[src/uart_pin_pkg.sv]
package uart_pin_pkg;

  localparam int unsigned CLK_HZ = 10_000_000;
  localparam int unsigned DEFAULT_BAUD = 9_600;
  // serial clock source runs at 16 ticks per bit
  localparam logic [15:0] DIVISOR_RESET = 16'(CLK_HZ / (DEFAULT_BAUD * 16));
  localparam logic [3:0] TICKS_PER_BIT = 4'hF;
  localparam logic [3:0] HALF_BIT = 4'h7;
  localparam int unsigned DATA_BITS = 8;
  localparam int unsigned QUEUE_DEPTH = 16;
  localparam logic [4:0] RTS_HIGH_RESET = 5'h0C;
  localparam logic [4:0] RTS_LOW_RESET = 5'h04;

  // register indexes on the plain register port
  localparam logic [2:0] REG_CONTROL = 3'h0;
  localparam logic [2:0] REG_STATUS = 3'h1;
  localparam logic [2:0] REG_TX_DATA = 3'h2;
  localparam logic [2:0] REG_RX_DATA = 3'h3;
  localparam logic [2:0] REG_DIVISOR = 3'h4;
  localparam logic [2:0] REG_RTS_LEVEL = 3'h5;

  // control register fields
  localparam int unsigned CTL_TX_EN = 0;
  localparam int unsigned CTL_RX_EN = 1;
  localparam int unsigned CTL_LOOPBACK = 2;
  localparam int unsigned CTL_CTS_EN = 3;
  localparam int unsigned CTL_RTS_AUTO = 4;
  localparam int unsigned CTL_RTS_MANUAL = 5;
  localparam int unsigned CTL_STOP_CLK = 6;
  localparam int unsigned CTL_TWO_STOP = 7;
  localparam logic [7:0] CONTROL_RESET = 8'h00;

  typedef enum logic [1:0] {
    TX_IDLE,
    TX_START,
    TX_DATA,
    TX_STOP
  } tx_state_e;

  typedef enum logic [1:0] {
    RX_IDLE,
    RX_START,
    RX_DATA,
    RX_STOP
  } rx_state_e;

  typedef struct packed {
    logic [7:0] data;
    logic frame_err;
  } rx_word_s;

endpackage

[src/uart_pin_sync.sv]
`timescale 1ns/1ps
// two-flop synchroniser for asynchronous pins
module uart_pin_sync (
  input wire logic clk_i,
  input wire logic sys_rst_i,
  input wire logic async_i,
  output logic sync_o
);
  typedef struct packed {
    logic meta;
    logic stable;
  } sync_state_s;

  sync_state_s state;
  sync_state_s next_state;

  always_comb begin
    next_state.meta = async_i;
    next_state.stable = state.meta;
  end

  // idle-high line resets to mark so no false start is seen
  always_ff @(posedge clk_i or posedge sys_rst_i) begin
    if (sys_rst_i) begin
      state <= 2'b11;
    end else begin
      state <= next_state;
    end
  end

  assign sync_o = state.stable;
endmodule

[src/uart_pin_behaviour.sv]
`timescale 1ns/1ps
// How it works
// - transmit line held at mark when disabled, idle, or in local loopback
// - characters leave least significant bit first, line changes on falling serial tick
// - receiver assembles incoming bits least significant bit first
// - outside local loopback, a level change on receive line restarts a stopped port clock
// - with clear-to-send checking enabled, a new character starts only while clear-to-send grants permission
// - request-to-send driven from a manual control bit, or automatically from receive queue fill level
module uart_pin_behaviour (
  input wire logic clk_i,
  input wire logic sys_rst_i,
  input wire logic [2:0] addr_i,
  input wire logic [15:0] wdata_i,
  input wire logic write_i,
  input wire logic read_i,
  output logic [15:0] rdata_o,
  input wire logic serial_receive_line_i,
  input wire logic clear_to_send_input_n_i,
  output logic serial_transmit_line_o,
  output logic request_to_send_output_n_o
);

  localparam int unsigned QW = $clog2(uart_pin_pkg::QUEUE_DEPTH);

  typedef struct packed {
    logic [7:0] control;
    logic [15:0] divisor;
    logic [4:0] rts_high;
    logic [4:0] rts_low;
    logic [15:0] rdata;
    logic [15:0] div_cnt;
    logic serial_phase;
    logic clk_running;
    logic rx_prev;
    uart_pin_pkg::tx_state_e tx_state;
    logic [3:0] tx_tick;
    logic [2:0] tx_bit;
    logic [7:0] tx_shift;
    logic [7:0] tx_hold;
    logic tx_full;
    logic tx_stop2;
    logic txd;
    logic line_out;
    uart_pin_pkg::rx_state_e rx_state;
    logic [3:0] rx_tick;
    logic [2:0] rx_bit;
    logic [7:0] rx_shift;
    logic [QW-1:0] wr_ptr;
    logic [QW-1:0] rd_ptr;
    logic [QW:0] count;
    logic overrun;
    logic rts_n;
  } core_state_s;

  core_state_s state;
  core_state_s next_state;
  uart_pin_pkg::rx_word_s queue [uart_pin_pkg::QUEUE_DEPTH];
  logic push;
  logic pop;
  logic rx_sync;
  logic cts_n_sync;
  logic rx_in;
  logic tick;
  uart_pin_pkg::rx_word_s push_word;

  uart_pin_sync rx_sync_inst (
    .clk_i(clk_i),
    .sys_rst_i(sys_rst_i),
    .async_i(serial_receive_line_i),
    .sync_o(rx_sync)
  );

  uart_pin_sync cts_sync_inst (
    .clk_i(clk_i),
    .sys_rst_i(sys_rst_i),
    .async_i(clear_to_send_input_n_i),
    .sync_o(cts_n_sync)
  );

  function automatic logic bit_set(input logic [7:0] ctl, input int unsigned pos);
    bit_set = ctl[pos];
  endfunction

  // loopback feeds the internal transmit stream back to the receiver
  assign rx_in = bit_set(state.control, uart_pin_pkg::CTL_LOOPBACK) ? state.txd : rx_sync;
  // both shifters advance on the falling half of the serial clock source
  assign tick = state.clk_running && state.div_cnt == 16'h0000 && state.serial_phase;
  assign pop = read_i && addr_i == uart_pin_pkg::REG_RX_DATA && state.count != '0;

  always_comb begin
    next_state = state;
    push = 1'b0;
    push_word = '0;

    // register port writes
    if (write_i) begin
      unique case (addr_i)
        uart_pin_pkg::REG_CONTROL: next_state.control = wdata_i[7:0];
        uart_pin_pkg::REG_TX_DATA: begin
          if (!state.tx_full) begin
            next_state.tx_hold = wdata_i[7:0];
            next_state.tx_full = 1'b1;
          end
        end
        uart_pin_pkg::REG_DIVISOR: next_state.divisor = wdata_i;
        uart_pin_pkg::REG_RTS_LEVEL: begin
          next_state.rts_high = wdata_i[4:0];
          next_state.rts_low = wdata_i[12:8];
        end
        default: begin
        end
      endcase
    end

    // read data stand in the cycle after the strobe only
    next_state.rdata = 16'h0000;
    if (read_i) begin
      unique case (addr_i)
        uart_pin_pkg::REG_CONTROL: next_state.rdata = {8'h00, state.control};
        uart_pin_pkg::REG_STATUS: next_state.rdata = {2'h0, state.count[QW:0] == '0, state.overrun,
          state.tx_state == uart_pin_pkg::TX_IDLE, state.tx_full, state.clk_running, cts_n_sync,
          3'h0, state.count};
        uart_pin_pkg::REG_RX_DATA: next_state.rdata = {7'h00, queue[state.rd_ptr].frame_err,
          queue[state.rd_ptr].data};
        uart_pin_pkg::REG_DIVISOR: next_state.rdata = state.divisor;
        uart_pin_pkg::REG_RTS_LEVEL: next_state.rdata = {3'h0, state.rts_low, 3'h0, state.rts_high};
        default: next_state.rdata = 16'h0000;
      endcase
    end
    if (read_i && addr_i == uart_pin_pkg::REG_STATUS) begin
      next_state.overrun = 1'b0;
    end

    // port clock gating and wake-up
    next_state.rx_prev = rx_in;
    // a low line keeps the clock up so a waking start bit is not lost
    if (bit_set(state.control, uart_pin_pkg::CTL_STOP_CLK) && state.tx_state == uart_pin_pkg::TX_IDLE
        && state.rx_state == uart_pin_pkg::RX_IDLE && !state.tx_full && rx_in) begin
      next_state.clk_running = 1'b0;
    end
    if (rx_in != state.rx_prev || !bit_set(state.control, uart_pin_pkg::CTL_STOP_CLK)) begin
      next_state.clk_running = 1'b1;
    end
    if (write_i && addr_i == uart_pin_pkg::REG_TX_DATA) begin
      next_state.clk_running = 1'b1;
    end

    // serial clock source: one phase per divisor period, two phases per tick
    if (state.clk_running) begin
      if (state.div_cnt == 16'h0000) begin
        next_state.div_cnt = state.divisor;
        next_state.serial_phase = !state.serial_phase;
      end else begin
        next_state.div_cnt = state.div_cnt - 16'h0001;
      end
    end

    // transmitter
    if (!bit_set(state.control, uart_pin_pkg::CTL_TX_EN)) begin
      next_state.tx_state = uart_pin_pkg::TX_IDLE;
    end else if (tick) begin
      unique case (state.tx_state)
        uart_pin_pkg::TX_IDLE: begin
          if (state.tx_full && (!bit_set(state.control, uart_pin_pkg::CTL_CTS_EN) || !cts_n_sync)) begin
            next_state.tx_state = uart_pin_pkg::TX_START;
            next_state.tx_shift = state.tx_hold;
            next_state.tx_full = 1'b0;
            next_state.tx_tick = uart_pin_pkg::TICKS_PER_BIT;
            next_state.tx_stop2 = bit_set(state.control, uart_pin_pkg::CTL_TWO_STOP);
          end
        end
        uart_pin_pkg::TX_START: begin
          next_state.tx_tick = state.tx_tick - 4'h1;
          if (state.tx_tick == 4'h0) begin
            next_state.tx_state = uart_pin_pkg::TX_DATA;
            next_state.tx_bit = 3'h0;
            next_state.tx_tick = uart_pin_pkg::TICKS_PER_BIT;
          end
        end
        uart_pin_pkg::TX_DATA: begin
          next_state.tx_tick = state.tx_tick - 4'h1;
          if (state.tx_tick == 4'h0) begin
            next_state.tx_shift = {1'b0, state.tx_shift[7:1]};
            next_state.tx_bit = state.tx_bit + 3'h1;
            next_state.tx_tick = uart_pin_pkg::TICKS_PER_BIT;
            if (state.tx_bit == 3'(uart_pin_pkg::DATA_BITS - 1)) begin
              next_state.tx_state = uart_pin_pkg::TX_STOP;
            end
          end
        end
        uart_pin_pkg::TX_STOP: begin
          next_state.tx_tick = state.tx_tick - 4'h1;
          if (state.tx_tick == 4'h0) begin
            next_state.tx_tick = uart_pin_pkg::TICKS_PER_BIT;
            if (state.tx_stop2) begin
              next_state.tx_stop2 = 1'b0;
            end else begin
              next_state.tx_state = uart_pin_pkg::TX_IDLE;
            end
          end
        end
      endcase
    end
    unique case (next_state.tx_state)
      uart_pin_pkg::TX_START: next_state.txd = 1'b0;
      uart_pin_pkg::TX_DATA: next_state.txd = next_state.tx_shift[0];
      default: next_state.txd = 1'b1;
    endcase
    // loopback keeps the outer line at mark
    next_state.line_out = next_state.txd | bit_set(next_state.control, uart_pin_pkg::CTL_LOOPBACK);

    // receiver, sampling mid-bit
    if (!bit_set(state.control, uart_pin_pkg::CTL_RX_EN)) begin
      next_state.rx_state = uart_pin_pkg::RX_IDLE;
    end else if (tick) begin
      unique case (state.rx_state)
        uart_pin_pkg::RX_IDLE: begin
          if (!rx_in) begin
            next_state.rx_state = uart_pin_pkg::RX_START;
            next_state.rx_tick = uart_pin_pkg::HALF_BIT;
          end
        end
        uart_pin_pkg::RX_START: begin
          next_state.rx_tick = state.rx_tick - 4'h1;
          if (state.rx_tick == 4'h0) begin
            // a glitch that is high again mid-bit is no start
            next_state.rx_state = rx_in ? uart_pin_pkg::RX_IDLE : uart_pin_pkg::RX_DATA;
            next_state.rx_bit = 3'h0;
            next_state.rx_tick = uart_pin_pkg::TICKS_PER_BIT;
          end
        end
        uart_pin_pkg::RX_DATA: begin
          next_state.rx_tick = state.rx_tick - 4'h1;
          if (state.rx_tick == 4'h0) begin
            next_state.rx_shift = {rx_in, state.rx_shift[7:1]};
            next_state.rx_bit = state.rx_bit + 3'h1;
            next_state.rx_tick = uart_pin_pkg::TICKS_PER_BIT;
            if (state.rx_bit == 3'(uart_pin_pkg::DATA_BITS - 1)) begin
              next_state.rx_state = uart_pin_pkg::RX_STOP;
            end
          end
        end
        uart_pin_pkg::RX_STOP: begin
          next_state.rx_tick = state.rx_tick - 4'h1;
          if (state.rx_tick == 4'h0) begin
            next_state.rx_state = uart_pin_pkg::RX_IDLE;
            push_word.data = state.rx_shift;
            push_word.frame_err = !rx_in;
            if (state.count == (QW+1)'(uart_pin_pkg::QUEUE_DEPTH) && !pop) begin
              next_state.overrun = 1'b1;
            end else begin
              push = 1'b1;
            end
          end
        end
      endcase
    end

    // receive queue pointers
    if (push) begin
      next_state.wr_ptr = state.wr_ptr + QW'(1);
    end
    if (pop) begin
      next_state.rd_ptr = state.rd_ptr + QW'(1);
    end
    next_state.count = state.count + (QW+1)'(push) - (QW+1)'(pop);

    // request-to-send: manual level, or hysteresis on queue fill
    if (bit_set(state.control, uart_pin_pkg::CTL_RTS_AUTO)) begin
      if (next_state.count >= state.rts_high) begin
        next_state.rts_n = 1'b1;
      end else if (next_state.count <= state.rts_low) begin
        next_state.rts_n = 1'b0;
      end
    end else begin
      next_state.rts_n = !bit_set(state.control, uart_pin_pkg::CTL_RTS_MANUAL);
    end
  end

  // queue storage is not reset; only pointers are
  always_ff @(posedge clk_i) begin
    if (push) begin
      queue[state.wr_ptr] <= push_word;
    end
  end

  always_ff @(posedge clk_i or posedge sys_rst_i) begin
    if (sys_rst_i) begin
      state <= '0;
      state.control <= uart_pin_pkg::CONTROL_RESET;
      state.divisor <= uart_pin_pkg::DIVISOR_RESET;
      state.rts_high <= uart_pin_pkg::RTS_HIGH_RESET;
      state.rts_low <= uart_pin_pkg::RTS_LOW_RESET;
      state.clk_running <= 1'b1;
      state.rx_prev <= 1'b1;
      state.txd <= 1'b1;
      state.line_out <= 1'b1;
      state.rts_n <= 1'b1;
      state.tx_state <= uart_pin_pkg::TX_IDLE;
      state.rx_state <= uart_pin_pkg::RX_IDLE;
    end else begin
      state <= next_state;
    end
  end

  assign rdata_o = state.rdata;
  assign serial_transmit_line_o = state.line_out;
  assign request_to_send_output_n_o = state.rts_n;

endmodule

[config.mk]
export PLATFORM = sky130hd
export DESIGN_NAME = uart_pin_behaviour
export DESIGN_NICKNAME = d
export VERILOG_FILES = /design/src/uart_pin_pkg.sv /design/src/uart_pin_sync.sv /design/src/uart_pin_behaviour.sv
export SDC_FILE = /design/constraint.sdc
export NUM_CORES = 1
export LEC_CHECK = 0
export ABC_AREA = 1
export BUFFER_PORTS_ARGS = -buffer_cell sky130_fd_sc_hd__buf_4
export CAP_MARGIN = 20
export CORE_MARGIN = 1
export CORE_UTILIZATION = 55
export DETAILED_ROUTE_END_ITERATION = 16
export HOLD_SLACK_MARGIN = 0.05
export PLACE_DENSITY_LB_ADDON = 0.15
export SYNTH_ARGS = -nofsm -noshare
export SYNTH_HDL_FRONTEND = slang
export SYNTH_SLANG_ARGS = --single-unit
export TNS_END_PERCENT = 50
[constraint.sdc]
create_clock -name clk_i -period 8.97 [get_ports clk_i]
set_input_delay 1.3455 -clock clk_i [delete_from_list [all_inputs] [get_ports clk_i]]
set_output_delay 1.3455 -clock clk_i [all_outputs]
set_load 0.02 [all_outputs]
==> results of run 1 <==
## worst max-delay path by stage
stage                     depth (start not counted)  slack [ns]                         end      start
after floorplan                                   1        4.06                  rdata_o[0]  sys_rst_i
after global placement                           20        4.15  request_to_send_output_n_o  addr_i[1]
after detailed placement                         21        4.01  request_to_send_output_n_o  addr_i[2]
after CTS                                        21        4.57  request_to_send_output_n_o  addr_i[2]
after global routing                             21        4.31  request_to_send_output_n_o  addr_i[2]
final                                            21        4.57  request_to_send_output_n_o  addr_i[2]
## layout by cell type (no fill, tap or decap), drive strengths merged, types with 6 or more instances in the layout
master,n
a21oi,33
a221oi,6
a22oi,6
buf,56
clkbuf,34
clkinv,12
clkinvlp,6
dfrtp,120
dfstp,14
edfxtp,144
ha,30
inv,117
nand2,198
nand3,43
nand4,7
nor2,203
nor3,9
o211ai,38
o21ai,197
o22ai,10
xor2,12
## flip-flops by register name, indices dropped and copies added (netlist names)
name,cells
rdata_o,16
queue,144
cts_sync_inst.sync_o,1
state,112
rx_sync_inst.next_state,1
request_to_send_output_n_o,1
rx_sync_inst.sync_o,1
cts_sync_inst.next_state,1
serial_transmit_line_o,1
## where the power goes
| part | internal, mW | total [mW] | switching [mW] |
|---|---|---|---|
| Clock | 0.737 | 1.23 | 0.488 |
| Combinational | 0.372 | 1.10 | 0.726 |
| Sequential | 1.45 | 1.56 | 0.112 |
## per-layer routing
layer  track usage (%)  wire length (µm)
met1             36.78             13230
met2             38.81             13110
met3             3.213              1898
met4             6.810               592
met5                 0                 0
## final cells by class
type                       count  area share, %
tap                          285          2.518
sequential                   278          54.35
timing repair buffer          56          2.996
clock buffer                  34          5.558
inverter                     121          3.261
multi-input combinational    818          29.94
clock inverter                18          1.378
## cell families (layout without fill, tap and decap cells)
logic type	Yosys count	after routing	share of synthesized area, %
buffers and inverters	182	229	6.039
adder cells (fa/ha/maj)	31	31	3.113
multiplexers	3	3	0.2660
AND/OR/NAND/NOR	464	464	15.51
flip-flops	278	278	60.59
XOR/XNOR	15	15	1.034
AO/OA/AOI/OAI	305	305	13.46
## Yosys cell counts (all sizes together), types with 2 or more instances
master and instances:
a211oi 2, a21oi 33, a221oi 6, a22o 2, a22oi 6, a31oi 4, buf 28, clkbuf 33
clkinv 4, dfrtp 120, dfstp 14, edfxtp 144, ha 30, inv 117, mux2 3, nand2 198
nand3 43, nand4 7, nor2 203, nor3 9, nor4 2, o211ai 38, o21ai 197, o22ai 10
o31ai 4, xnor2 3, xor2 12
## metrics by stage
stage | instances | total power, mW | area (µm²)
after floorplan | 1278 | 2.374 | 12700
after global placement | 1551 | 2.639 | 13120
after detailed placement | 1552 | 2.676 | 13130
after CTS | 1604 | 3.896 | 14110
after global routing | 1610 | 4.121 | 14160
final | 1610 | 3.887 | 14160
## worst max-delay path, cell delays in order
cell and delay (ns):
buf_4 0.10, inv_1 0.05, nand3_1 0.12, clkinv_1 0.25
o211ai_1 0.26, nand2_1 0.20, nand4_4 0.16, ha_1 0.24
inv_1 0.06, ha_1 0.15, inv_1 0.05, fa_1 0.39
o21ai_0 0.22, xor2_1 0.26, ha_1 0.31, a21oi_1 0.15
o21a_1 0.13, o311ai_0 0.16, nor2_1 0.14, nand3_1 0.07
nand2_1 0.06
==> run summary, run 1 <==
post_cts resized = 0
hold wc startpoint = rx_sync_inst.next_state[0]
worst setup margin = 4.574 ns
Critical Path AT = 4.88 ns
CTS root buf = clkbuf_16
Tcrit/Tclk final = 49.01%
CTS Hold Buffers Added = 0
DP HPWL = 19,050 µm
die height = 154.0 µm
RSZ-0062 raised after global routing = no
crit end category = flip-flop
Final nets = 1,359
DP Worst Slack = 4.012 ns
Die Wd = 154.0 µm
Initial DRT Pass Iterations = 5
flop2flop setup slack = 4.81 ns
Fin Hold WS = 0.3549 ns
Clock transition at path regs = 0.06 ns
Synth Register Bits = 278
cts bufs inserted = 28
FP Rows = 55
DR iter-0 viols = 772
post-synth top area share = 34.05%
Worst R2R Start = state[64]
hold depth = 0
Port Buffers = 42
synth top area cells = edfxtp_1 (34%), dfrtp_1 (24%), o21ai_0 (7.3%)
Setup Skew = 0.01066 ns
WL/cell = 17.91 µm
Final Hold Fails = 0
Post-Syn Nets = 1,334
Post-Route WL = 28,830 µm
layout overhead on the synthesized area = 11.49%
initial core utilization = 56.10%
number of global-route vias before repair = 8,739
slew at the pin closest to its max-slew limit = 1.061 ns
Achievable Freq = 0.2275 GHz
worst min path class = reg2reg
Post-route DRC = 0
fraction of layout instances using a drive strength above 1 = 11.47%
antenna diode count = 0
Final min period = 4.396 ns
maxcap violations = 0
CTS Buffer Depth = 3
Crit Path Max Fanout = 10
initial antenna violation count = 0
EDFF count, synth = 144
sequential cell area = 7696 µm²
largest net degree at the start of global routing = 76
Clk Latency, worst-skew pair = 0.54 ns
Critical Path RT = 9.45 ns
clk sink count = 278
via count = 9,103
Post-Syn Area = 12,700 µm²
Yosys top cell by area = edfxtp_1
asr flop ratio synth = 48.20%
cell leakage power = 5.678 nW
Worst R2R Path Depth = 21
Final setup viols = 0
Core ar. = 22,640 µm²
pwr dens = 274.5 nW/µm²
CTS tree = yes
Antenna Nets Post-Route = 0
Util after Layout = 62.54%
GRT Util Overall = 24.86%
first-pass GRT wire length = 46,030 µm
Synth Instances = 1,278
Seq/Total Area, Yosys = 60.59%
IO Pins = 43
startpoint types = input pin
status = complete, no violations
Final GP Congestion = 0.9125
Mean Syn Cell Area = 9.938 µm²
post-route setup TNS = 0 ns
multi-input logic area = 4239 µm²
htree depth = 1
vias per cell = 5.654
GRT overflow = 0
fill cell count = 1,840
Post-CTS Setup Inserts = 0
maximum vdd drop = 0.0001365 V
Yosys cell types = 44
max-slew violations = 0
ys flop type = edfxtp_1
die area = 23,700 µm²
Hold Path Sink = rx_sync_inst.sync_o
Reg2Reg Capture Point = request_to_send_output_n_o
Yosys Warn Count = 0
Setup CP Type = in2reg
Rel. slew slack = 29.00%
Note: power is estimated with default switching activity, not from simulation.
==> run 2, diff against run 1 <==
==> constraint.sdc (replaced) <==
create_clock -name clk_i -period 4.2 [get_ports clk_i]
set_input_delay 0.63 -clock clk_i [delete_from_list [all_inputs] [get_ports clk_i]]
set_output_delay 0.63 -clock clk_i [all_outputs]
set_load 0.02 [all_outputs]
==> run 2 against run 1 <==
Sequential share of layout area is 0.21 points lower. Critical path type is now reg2reg. Final cell count grew 0.68%. Largest cell class unchanged. Routed wire length rose by 0.48%. Die area is the same.
==> run summary, run 2 (synthesized netlist as in run 1, its figures left out) <==
status = complete, no violations
largest reg by FF count = queue
Core ar. = 22,640 µm² (unchanged)
Reg power frac = 39.8% (-0.4 points)
cts bufs inserted = 29 (+3.6%)
clk sink count = 278 (unchanged)
FP Rows = 55 (unchanged)
die height = 154.0 µm (unchanged)
Crit Path Max Fanout = 7 (-3)
flop2flop setup slack = 0.19 ns (-4.62 ns)
initial antenna violation count = 0 (unchanged)
vias per cell = 5.616 (-0.68%)
fraction of layout instances using a drive strength above 1 = 12.20% (+0.73 points)
Max stage delay on crit path = 0.40 ns (about the same)
fill cell count = 1,860 (+1.1%)
GRT overflow = 0 (unchanged)
Critical Path RT = 4.67 ns (-4.78 ns)
Port Buffers = 42 (unchanged)
antenna diode count = 0 (unchanged)
most common cell after layout, fill and taps aside = nor2_1
Clock transition at path regs = 0.06 ns (about the same)
Sw Ratio = 34.51% (+0.40 points)
slew at the pin closest to its max-slew limit = 1.072 ns (+0.01123 ns)
Die Wd = 154.0 µm (unchanged)
Final nets = 1,369 (+0.74%)
Achievable Freq = 0.2493 GHz
Final GP Congestion = 0.9094 (-0.34%)
crit end category = flip-flop
DR iter-0 viols = 775 (+0.39%)
Final setup viols = 0 (unchanged)
post-route setup TNS = 0 ns (unchanged)
multi-input logic area = 4239 µm² (unchanged)
DP HPWL = 19,300 µm (+1.3%)
sequential cell area = 7696 µm² (unchanged)
htree depth = 1 (unchanged)
cell family contributing the most delay on the critical path = adder cells
Post-route DRC = 0 (unchanged)
initial core utilization = 56.10% (unchanged)
CTS Buffer Depth = 3 (unchanged)
maxcap violations = 0 (unchanged)
Tcrit/Tclk final = 95.50%
Setup Skew = 0.01488 ns (+0.004218 ns)
pwr dens = 591.0 nW/µm² (+120%)
RSZ-0062 raised after global routing = no
WL/cell = 17.87 µm (-0.20%)
CP max-delay cell = fa_1
Final min period = 4.011 ns
die area = 23,700 µm² (unchanged)
most frequent cells in the layout = nor2_1 (191), nand2_1 (190), o21ai_0 (185), edfxtp_1 (144), dfrtp_1 (119)
Fin Hold WS = 0.1909 ns (-0.1641 ns)
post-route insts no fill = 1,621 (+0.68%)
DP Cell Count = 1,563 (+0.71%)
cell leakage power = 5.754 nW (+1.3%)
clock network fraction of total power = 31.1% (-0.4 points)
Clk Latency, worst-skew pair = 0.55 ns (about the same)
Final Hold Fails = 0 (unchanged)
number of global-route vias before repair = 8,750 (+0.13%)
GRT Util Overall = 25.25% (+0.39 points)
layout overhead on the synthesized area = 11.92%
startpoint types = flip-flop
Critical Path AT = 4.48 ns (-0.40 ns)
max-slew violations = 0 (unchanged)
largest net degree at the start of global routing = 98 (+29%)
worst path bufs/invs = 3 (-2)
CTS root buf = clkbuf_16
worst min path class = in2reg
maximum vdd drop = 0.0003691 V (+170%)
critical path's most frequent cell = ha_1
Antenna Nets Post-Route = 0 (unchanged)
Rel. slew slack = 28.25% (-0.75 points)
max reg flops = 144 (unchanged)
Comb power frac = 29.1% (+0.9 points)
internal power = 5.502 mW (+110%)
first-pass GRT wire length = 46,490 µm (+0.99%)
Setup CP Type = reg2reg
IO Pins = 43 (unchanged)
Post-Route WL = 28,970 µm (+0.48%)
crit-path cells = inv_2, ha_1, nand2_2, nor2_4, nand4_4, nor2_8, nand4_4, ha_1, inv_1, ha_1, inv_1, fa_1, o21ai_1, xor2_1, ha_1, a21oi_1, o21a_1, o311ai_0, a21oi_1, nand2_1
Initial DRT Pass Iterations = 6 (+1)
via count = 9,103 (unchanged)
Net Sw Power = 2.899 mW (+120%)
CTS tree = yes
run 2: power groups by stage:
stage	Combinational (mW)	Sequential (mW)	Clock (mW)
finish	2.44	3.34	2.62
global route	2.77	3.37	2.75
CTS	2.36	3.33	2.63
detailed placement	2.34	3.38	0
global placement	2.30	3.37	0
floorplan	1.77	3.30	0
run 2: area by class of cell:
type                    count  area share (%)
flip-flops and latches    278           54.14
multi-input cells         818           29.82
clock buffers              32           5.325
repair buffers             65           3.433
inverters                 121           3.248
well taps                 285           2.509
clock inverters            22           1.523
run 2: stage by stage:
step | power [mW] | util [%] | cell area (µm²) | setup WS, ns
after floorplan | 5.075 | - | 12700 | 0.01041
after global placement | 5.672 | 58.35 | 13210 | 0.2711
after detailed placement | 5.724 | 58.35 | 13210 | 0.1687
after CTS | 8.324 | 62.65 | 14180 | 0.1263
after global routing | 8.894 | 62.79 | 14210 | 0.004964
final | 8.401 | 62.79 | 14210 | 0.1890
run 2: worst paths after layout:
path	from	end	cells past startpoint
max reg2reg	state[64]	request_to_send_output_n_o	20
min in group asynchronous	sys_rst_i	state[55]	2
max	state[64]	request_to_send_output_n_o	20
min reg2reg	rx_sync_inst.next_state[0]	rx_sync_inst.sync_o	0
max in group asynchronous	sys_rst_i	state[98]	3
min	clear_to_send_input_n_i	cts_sync_inst.next_state[0]	1
run 2: repair_timing:
item / 4_1_cts / 5_1_grt
buffers inserted: 0 / 4
endpoints found under the setup margin: 0 / 1
hold buffers: 0 / 0
gates resized for setup: 0 / 2
run 2: per-layer routing:
metal	GRT usage [%]	up-vias	share of wire, %
met3	3.213	57	6.4
met1	38.52	4337	47
li1	-	4412	-
met2	37.55	297	44
met4	8.286	0	2.5
met5	0	-	0
==> run 3, diff against run 2 <==
--- a/config.mk
+++ b/config.mk
@@ -10,10 +10,12 @@
 export CAP_MARGIN = 20
 export CORE_MARGIN = 1
 export CORE_UTILIZATION = 55
+export CTS_CLUSTER_SIZE = 20
 export DETAILED_ROUTE_END_ITERATION = 16
 export HOLD_SLACK_MARGIN = 0.05
 export PLACE_DENSITY_LB_ADDON = 0.15
 export SYNTH_ARGS = -nofsm -noshare
 export SYNTH_HDL_FRONTEND = slang
+export SYNTH_HIERARCHICAL = 1
 export SYNTH_SLANG_ARGS = --single-unit
 export TNS_END_PERCENT = 50
==> run 3 against run 2 <==
Global-route usage grew 0.41 points. Power increased by 1.2%. Synthesized cell count up 0.16%. Worst hold slack improved by 0.0026 ns. Final area up 1.0%. Non-clock buffer count up 8. First-iteration DRC count decreased by 2.6%. Sequential share of layout area fell by 0.56 points. Critical endpoint unchanged. Via count grew 1.1%.
==> run summary, run 3 <==
Rel. slew slack = 25.35% (-2.9 points)
maxcap violations = 0 (unchanged)
Antenna Nets Post-Route = 0 (unchanged)
DP HPWL = 19,310 µm (about the same)
initial antenna violation count = 0 (unchanged)
Mean Syn Cell Area = 9.928 µm² (about the same)
asr flop ratio synth = 48.20% (unchanged)
startpoint types = flip-flop
initial core utilization = 56.13% (about the same)
post-synth top area share = 34.03% (about the same)
Achievable Freq = 0.2583 GHz (+3.6%)
Clock transition at path regs = 0.06 ns (about the same)
vias per cell = 5.641 (+0.45%)
Synth Instances = 1,280 (+0.16%)
IO Pins = 43 (unchanged)
Crit Path Max Fanout = 7 (unchanged)
Post-Syn Area = 12,710 µm² (about the same)
Port Buffers = 42 (unchanged)
Yosys cell types = 44 (unchanged)
antenna diode count = 0 (unchanged)
CTS tree = yes
slew at the pin closest to its max-slew limit = 1.116 ns (+0.04336 ns)
CTS root buf = clkbuf_16
Design Area, Final = 14,360 µm² (+1.0%)
pwr dens = 592.0 nW/µm² (+0.16%)
ys flop type = edfxtp_1
CTS Buffer Depth = 3 (unchanged)
Core ar. = 22,640 µm² (unchanged)
multi-input logic area = 4247 µm² (+0.18%)
die area = 23,720 µm² (about the same)
Initial DRT Pass Iterations = 5 (-1)
critical path's most frequent cell = ha_1
clk sink count = 278 (unchanged)
crit end category = flip-flop
Max stage delay on crit path = 0.41 ns (about the same)
Yosys top cell by area = edfxtp_1
Critical Path Source = state[64]
WL/cell = 18.18 µm (+1.7%)
Final GP Congestion = 0.8837 (-2.8%)
largest reg by FF count = queue
CP max-delay cell = fa_1
most frequent cells in the layout = nor2_1 (191), nand2_1 (190), o21ai_0 (185), edfxtp_1 (144), dfrtp_1 (119)
max-slew violations = 0 (unchanged)
Post-DP Area = 13,220 µm² (about the same)
RSZ-0062 raised after global routing = no
fraction of layout instances using a drive strength above 1 = 12.70% (+0.50 points)
Synth Register Bits = 278 (unchanged)
largest net degree at the start of global routing = 115 (+17%)
cts bufs inserted = 29 (unchanged)
flop2flop setup slack = 0.33 ns (+0.14 ns)
Final Hold Fails = 0 (unchanged)
crit-path cells = inv_2, ha_2, nand2_2, nor2_4, nand4_4, nor2_8, nand4_4, ha_1, inv_1, ha_1, inv_1, fa_1, o21ai_1, xor2_1, ha_1, a21oi_1, o21a_1, o311ai_1, nor2_1, nand3_1, nand2_1
EDFF count, synth = 144 (unchanged)
Critical Path RT = 4.68 ns (about the same)
worst min path class = in2reg
maximum vdd drop = 0.0003768 V (+2.1%)
Seq/Total Area, Yosys = 60.55% (about the same)
Tcrit/Tclk final = 92.19% (-3.3 points)
Critical Path End = request_to_send_output_n_o
max reg flops = 144 (unchanged)
via count = 9,200 (+1.1%)
DR iter-0 viols = 755 (-2.6%)
Yosys Warn Count = 6 (+6)
status = complete, no violations
Clk Latency, worst-skew pair = 0.54 ns (about the same)
layout overhead on the synthesized area = 13.02%
Post-Route WL = 29,660 µm (+2.4%)
fill cell count = 1,800 (-3.2%)
FP Rows = 55 (unchanged)
number of global-route vias before repair = 8,740 (-0.11%)
cell leakage power = 5.820 nW (+1.2%)
Post-Syn Nets = 1,336 (+0.15%)
Final setup viols = 0 (unchanged)
Setup CP Type = reg2reg
die height = 154.0 µm (about the same)
synth top area cells = edfxtp_1 (34%), dfrtp_1 (24%), o21ai_0 (7.3%)
Tot Pwr = 8.502 mW (+1.2%)
sequential cell area = 7696 µm² (unchanged)
Post-synth top cells = nor2_1 (191), nand2_1 (190), o21ai_0 (186)
Die Wd = 154.0 µm (about the same)
Worst R2R Path Depth = 21 (+5.0%)
Worst R2R Start = state[64]
GRT overflow = 0 (unchanged)
htree depth = 1 (unchanged)
Final min period = 3.872 ns (-0.1389 ns)
most common cell after layout, fill and taps aside = nor2_1
most frequent cell after synthesis = nor2_1
first-pass GRT wire length = 47,430 µm (+2.0%)
Critical Path AT = 4.35 ns (-0.13 ns)
GRT Util Overall = 25.66% (+0.41 points)
Setup Skew = 0.01021 ns (-0.004675 ns)
post-route setup TNS = 0 ns (unchanged)
Post-route DRC = 0 (unchanged)
Final nets = 1,379 (+0.73%)
Reg2Reg Capture Point = request_to_send_output_n_o
run 3: cell types whose count changed after synthesis:
cell | previous run | this run
inv_1 | 114 | 116
run 3: per-stage QoR:
step	utilization, %	std cells	setup slack, ns	hold WS, ns
finish	63.44	1631	0.3279	0.1935
global route	63.44	1631	0.06515	0.1789
CTS	62.91	1619	0.02967	0.1336
detailed placement	58.39	1565	0.1118	0.3468
global placement	58.39	1565	0.2549	0.3462
floorplan	-	1280	0.1172	0.3452
run 3: report_power, final:
part           switching, mW  leakage, nW  internal (mW)  total (mW)
logic                   1.60         2.42          0.852        2.45
registers              0.246         2.90           3.10        3.35
clock network           1.05        0.502           1.65        2.70
total                   2.89         5.82           5.61        8.50
run 3: layout make-up:
class                           count  share of cell area (%)
Sequential cell                   278                   53.58
Multi-Input combinational cell    818                   29.57
Clock buffer                       42                   5.950
Timing Repair Buffer               73                   3.972
Inverter                          123                   3.267
Tap cell                          285                   2.483
Clock inverter                     12                   1.176
run 3: repair_timing:
action	CTS	global route
endpoints found under the hold margin	0	5
hold buffers	0	1
setup endpoints to repair	0	1
resized for setup	0	5
buffers inserted	0	9
run 3: kinds of logic (layout without fill, tap and decap cells):
logic type	after synthesis	in the layout	synth area share, %
compound gates	305	305	13.45
xor+xnor	15	15	1.034
fa+ha+maj	31	31	3.111
buf+inv	184	250	6.094
flops	278	278	60.55
mux	3	3	0.2658
simple gates	464	464	15.50
run 3: per-layer routing:
metal  vias to the layer above  GRT usage (%)  part of all wire (%)
met5                         -              0                     0
met4                         0          6.286                   1.5
met3                        35          3.636                   5.9
met2                       257          39.94                    46
met1                      4479          38.16                    46
li1                       4429              -                     -
run 3: critical path, delay by kind of cell, from the launching register on:
family                   cells  cell delay, ns
adder cells (fa/ha/maj)      5            1.43
buffers and inverters        3            0.23
XOR/XNOR                     1            0.25
AO/OA/AOI/OAI                4            0.58
AND/OR/NAND/NOR              8            0.94
flip-flops                   1            0.37
run 3: how the worst min path moves through the flow:
| stage | start | to | slack (ns) | depth (start not counted) |
|---|---|---|---|---|
| 2_1_floorplan | cts_sync_inst/next_state[0] | cts_sync_inst/sync_o | 0.35 | 0 |
| 3_3_place_gp | rx_sync_inst/next_state[0] | rx_sync_inst/sync_o | 0.35 | 0 |
| 3_5_place_dp | rx_sync_inst/next_state[0] | rx_sync_inst/sync_o | 0.35 | 0 |
| 4_1_cts | sys_rst_i | rx_sync_inst/next_state[0] | 0.13 | 2 |
| 5_1_grt | clear_to_send_input_n_i | cts_sync_inst/next_state[0] | 0.18 | 1 |
| 6_report | clear_to_send_input_n_i | cts_sync_inst/next_state[0] | 0.19 | 1 |
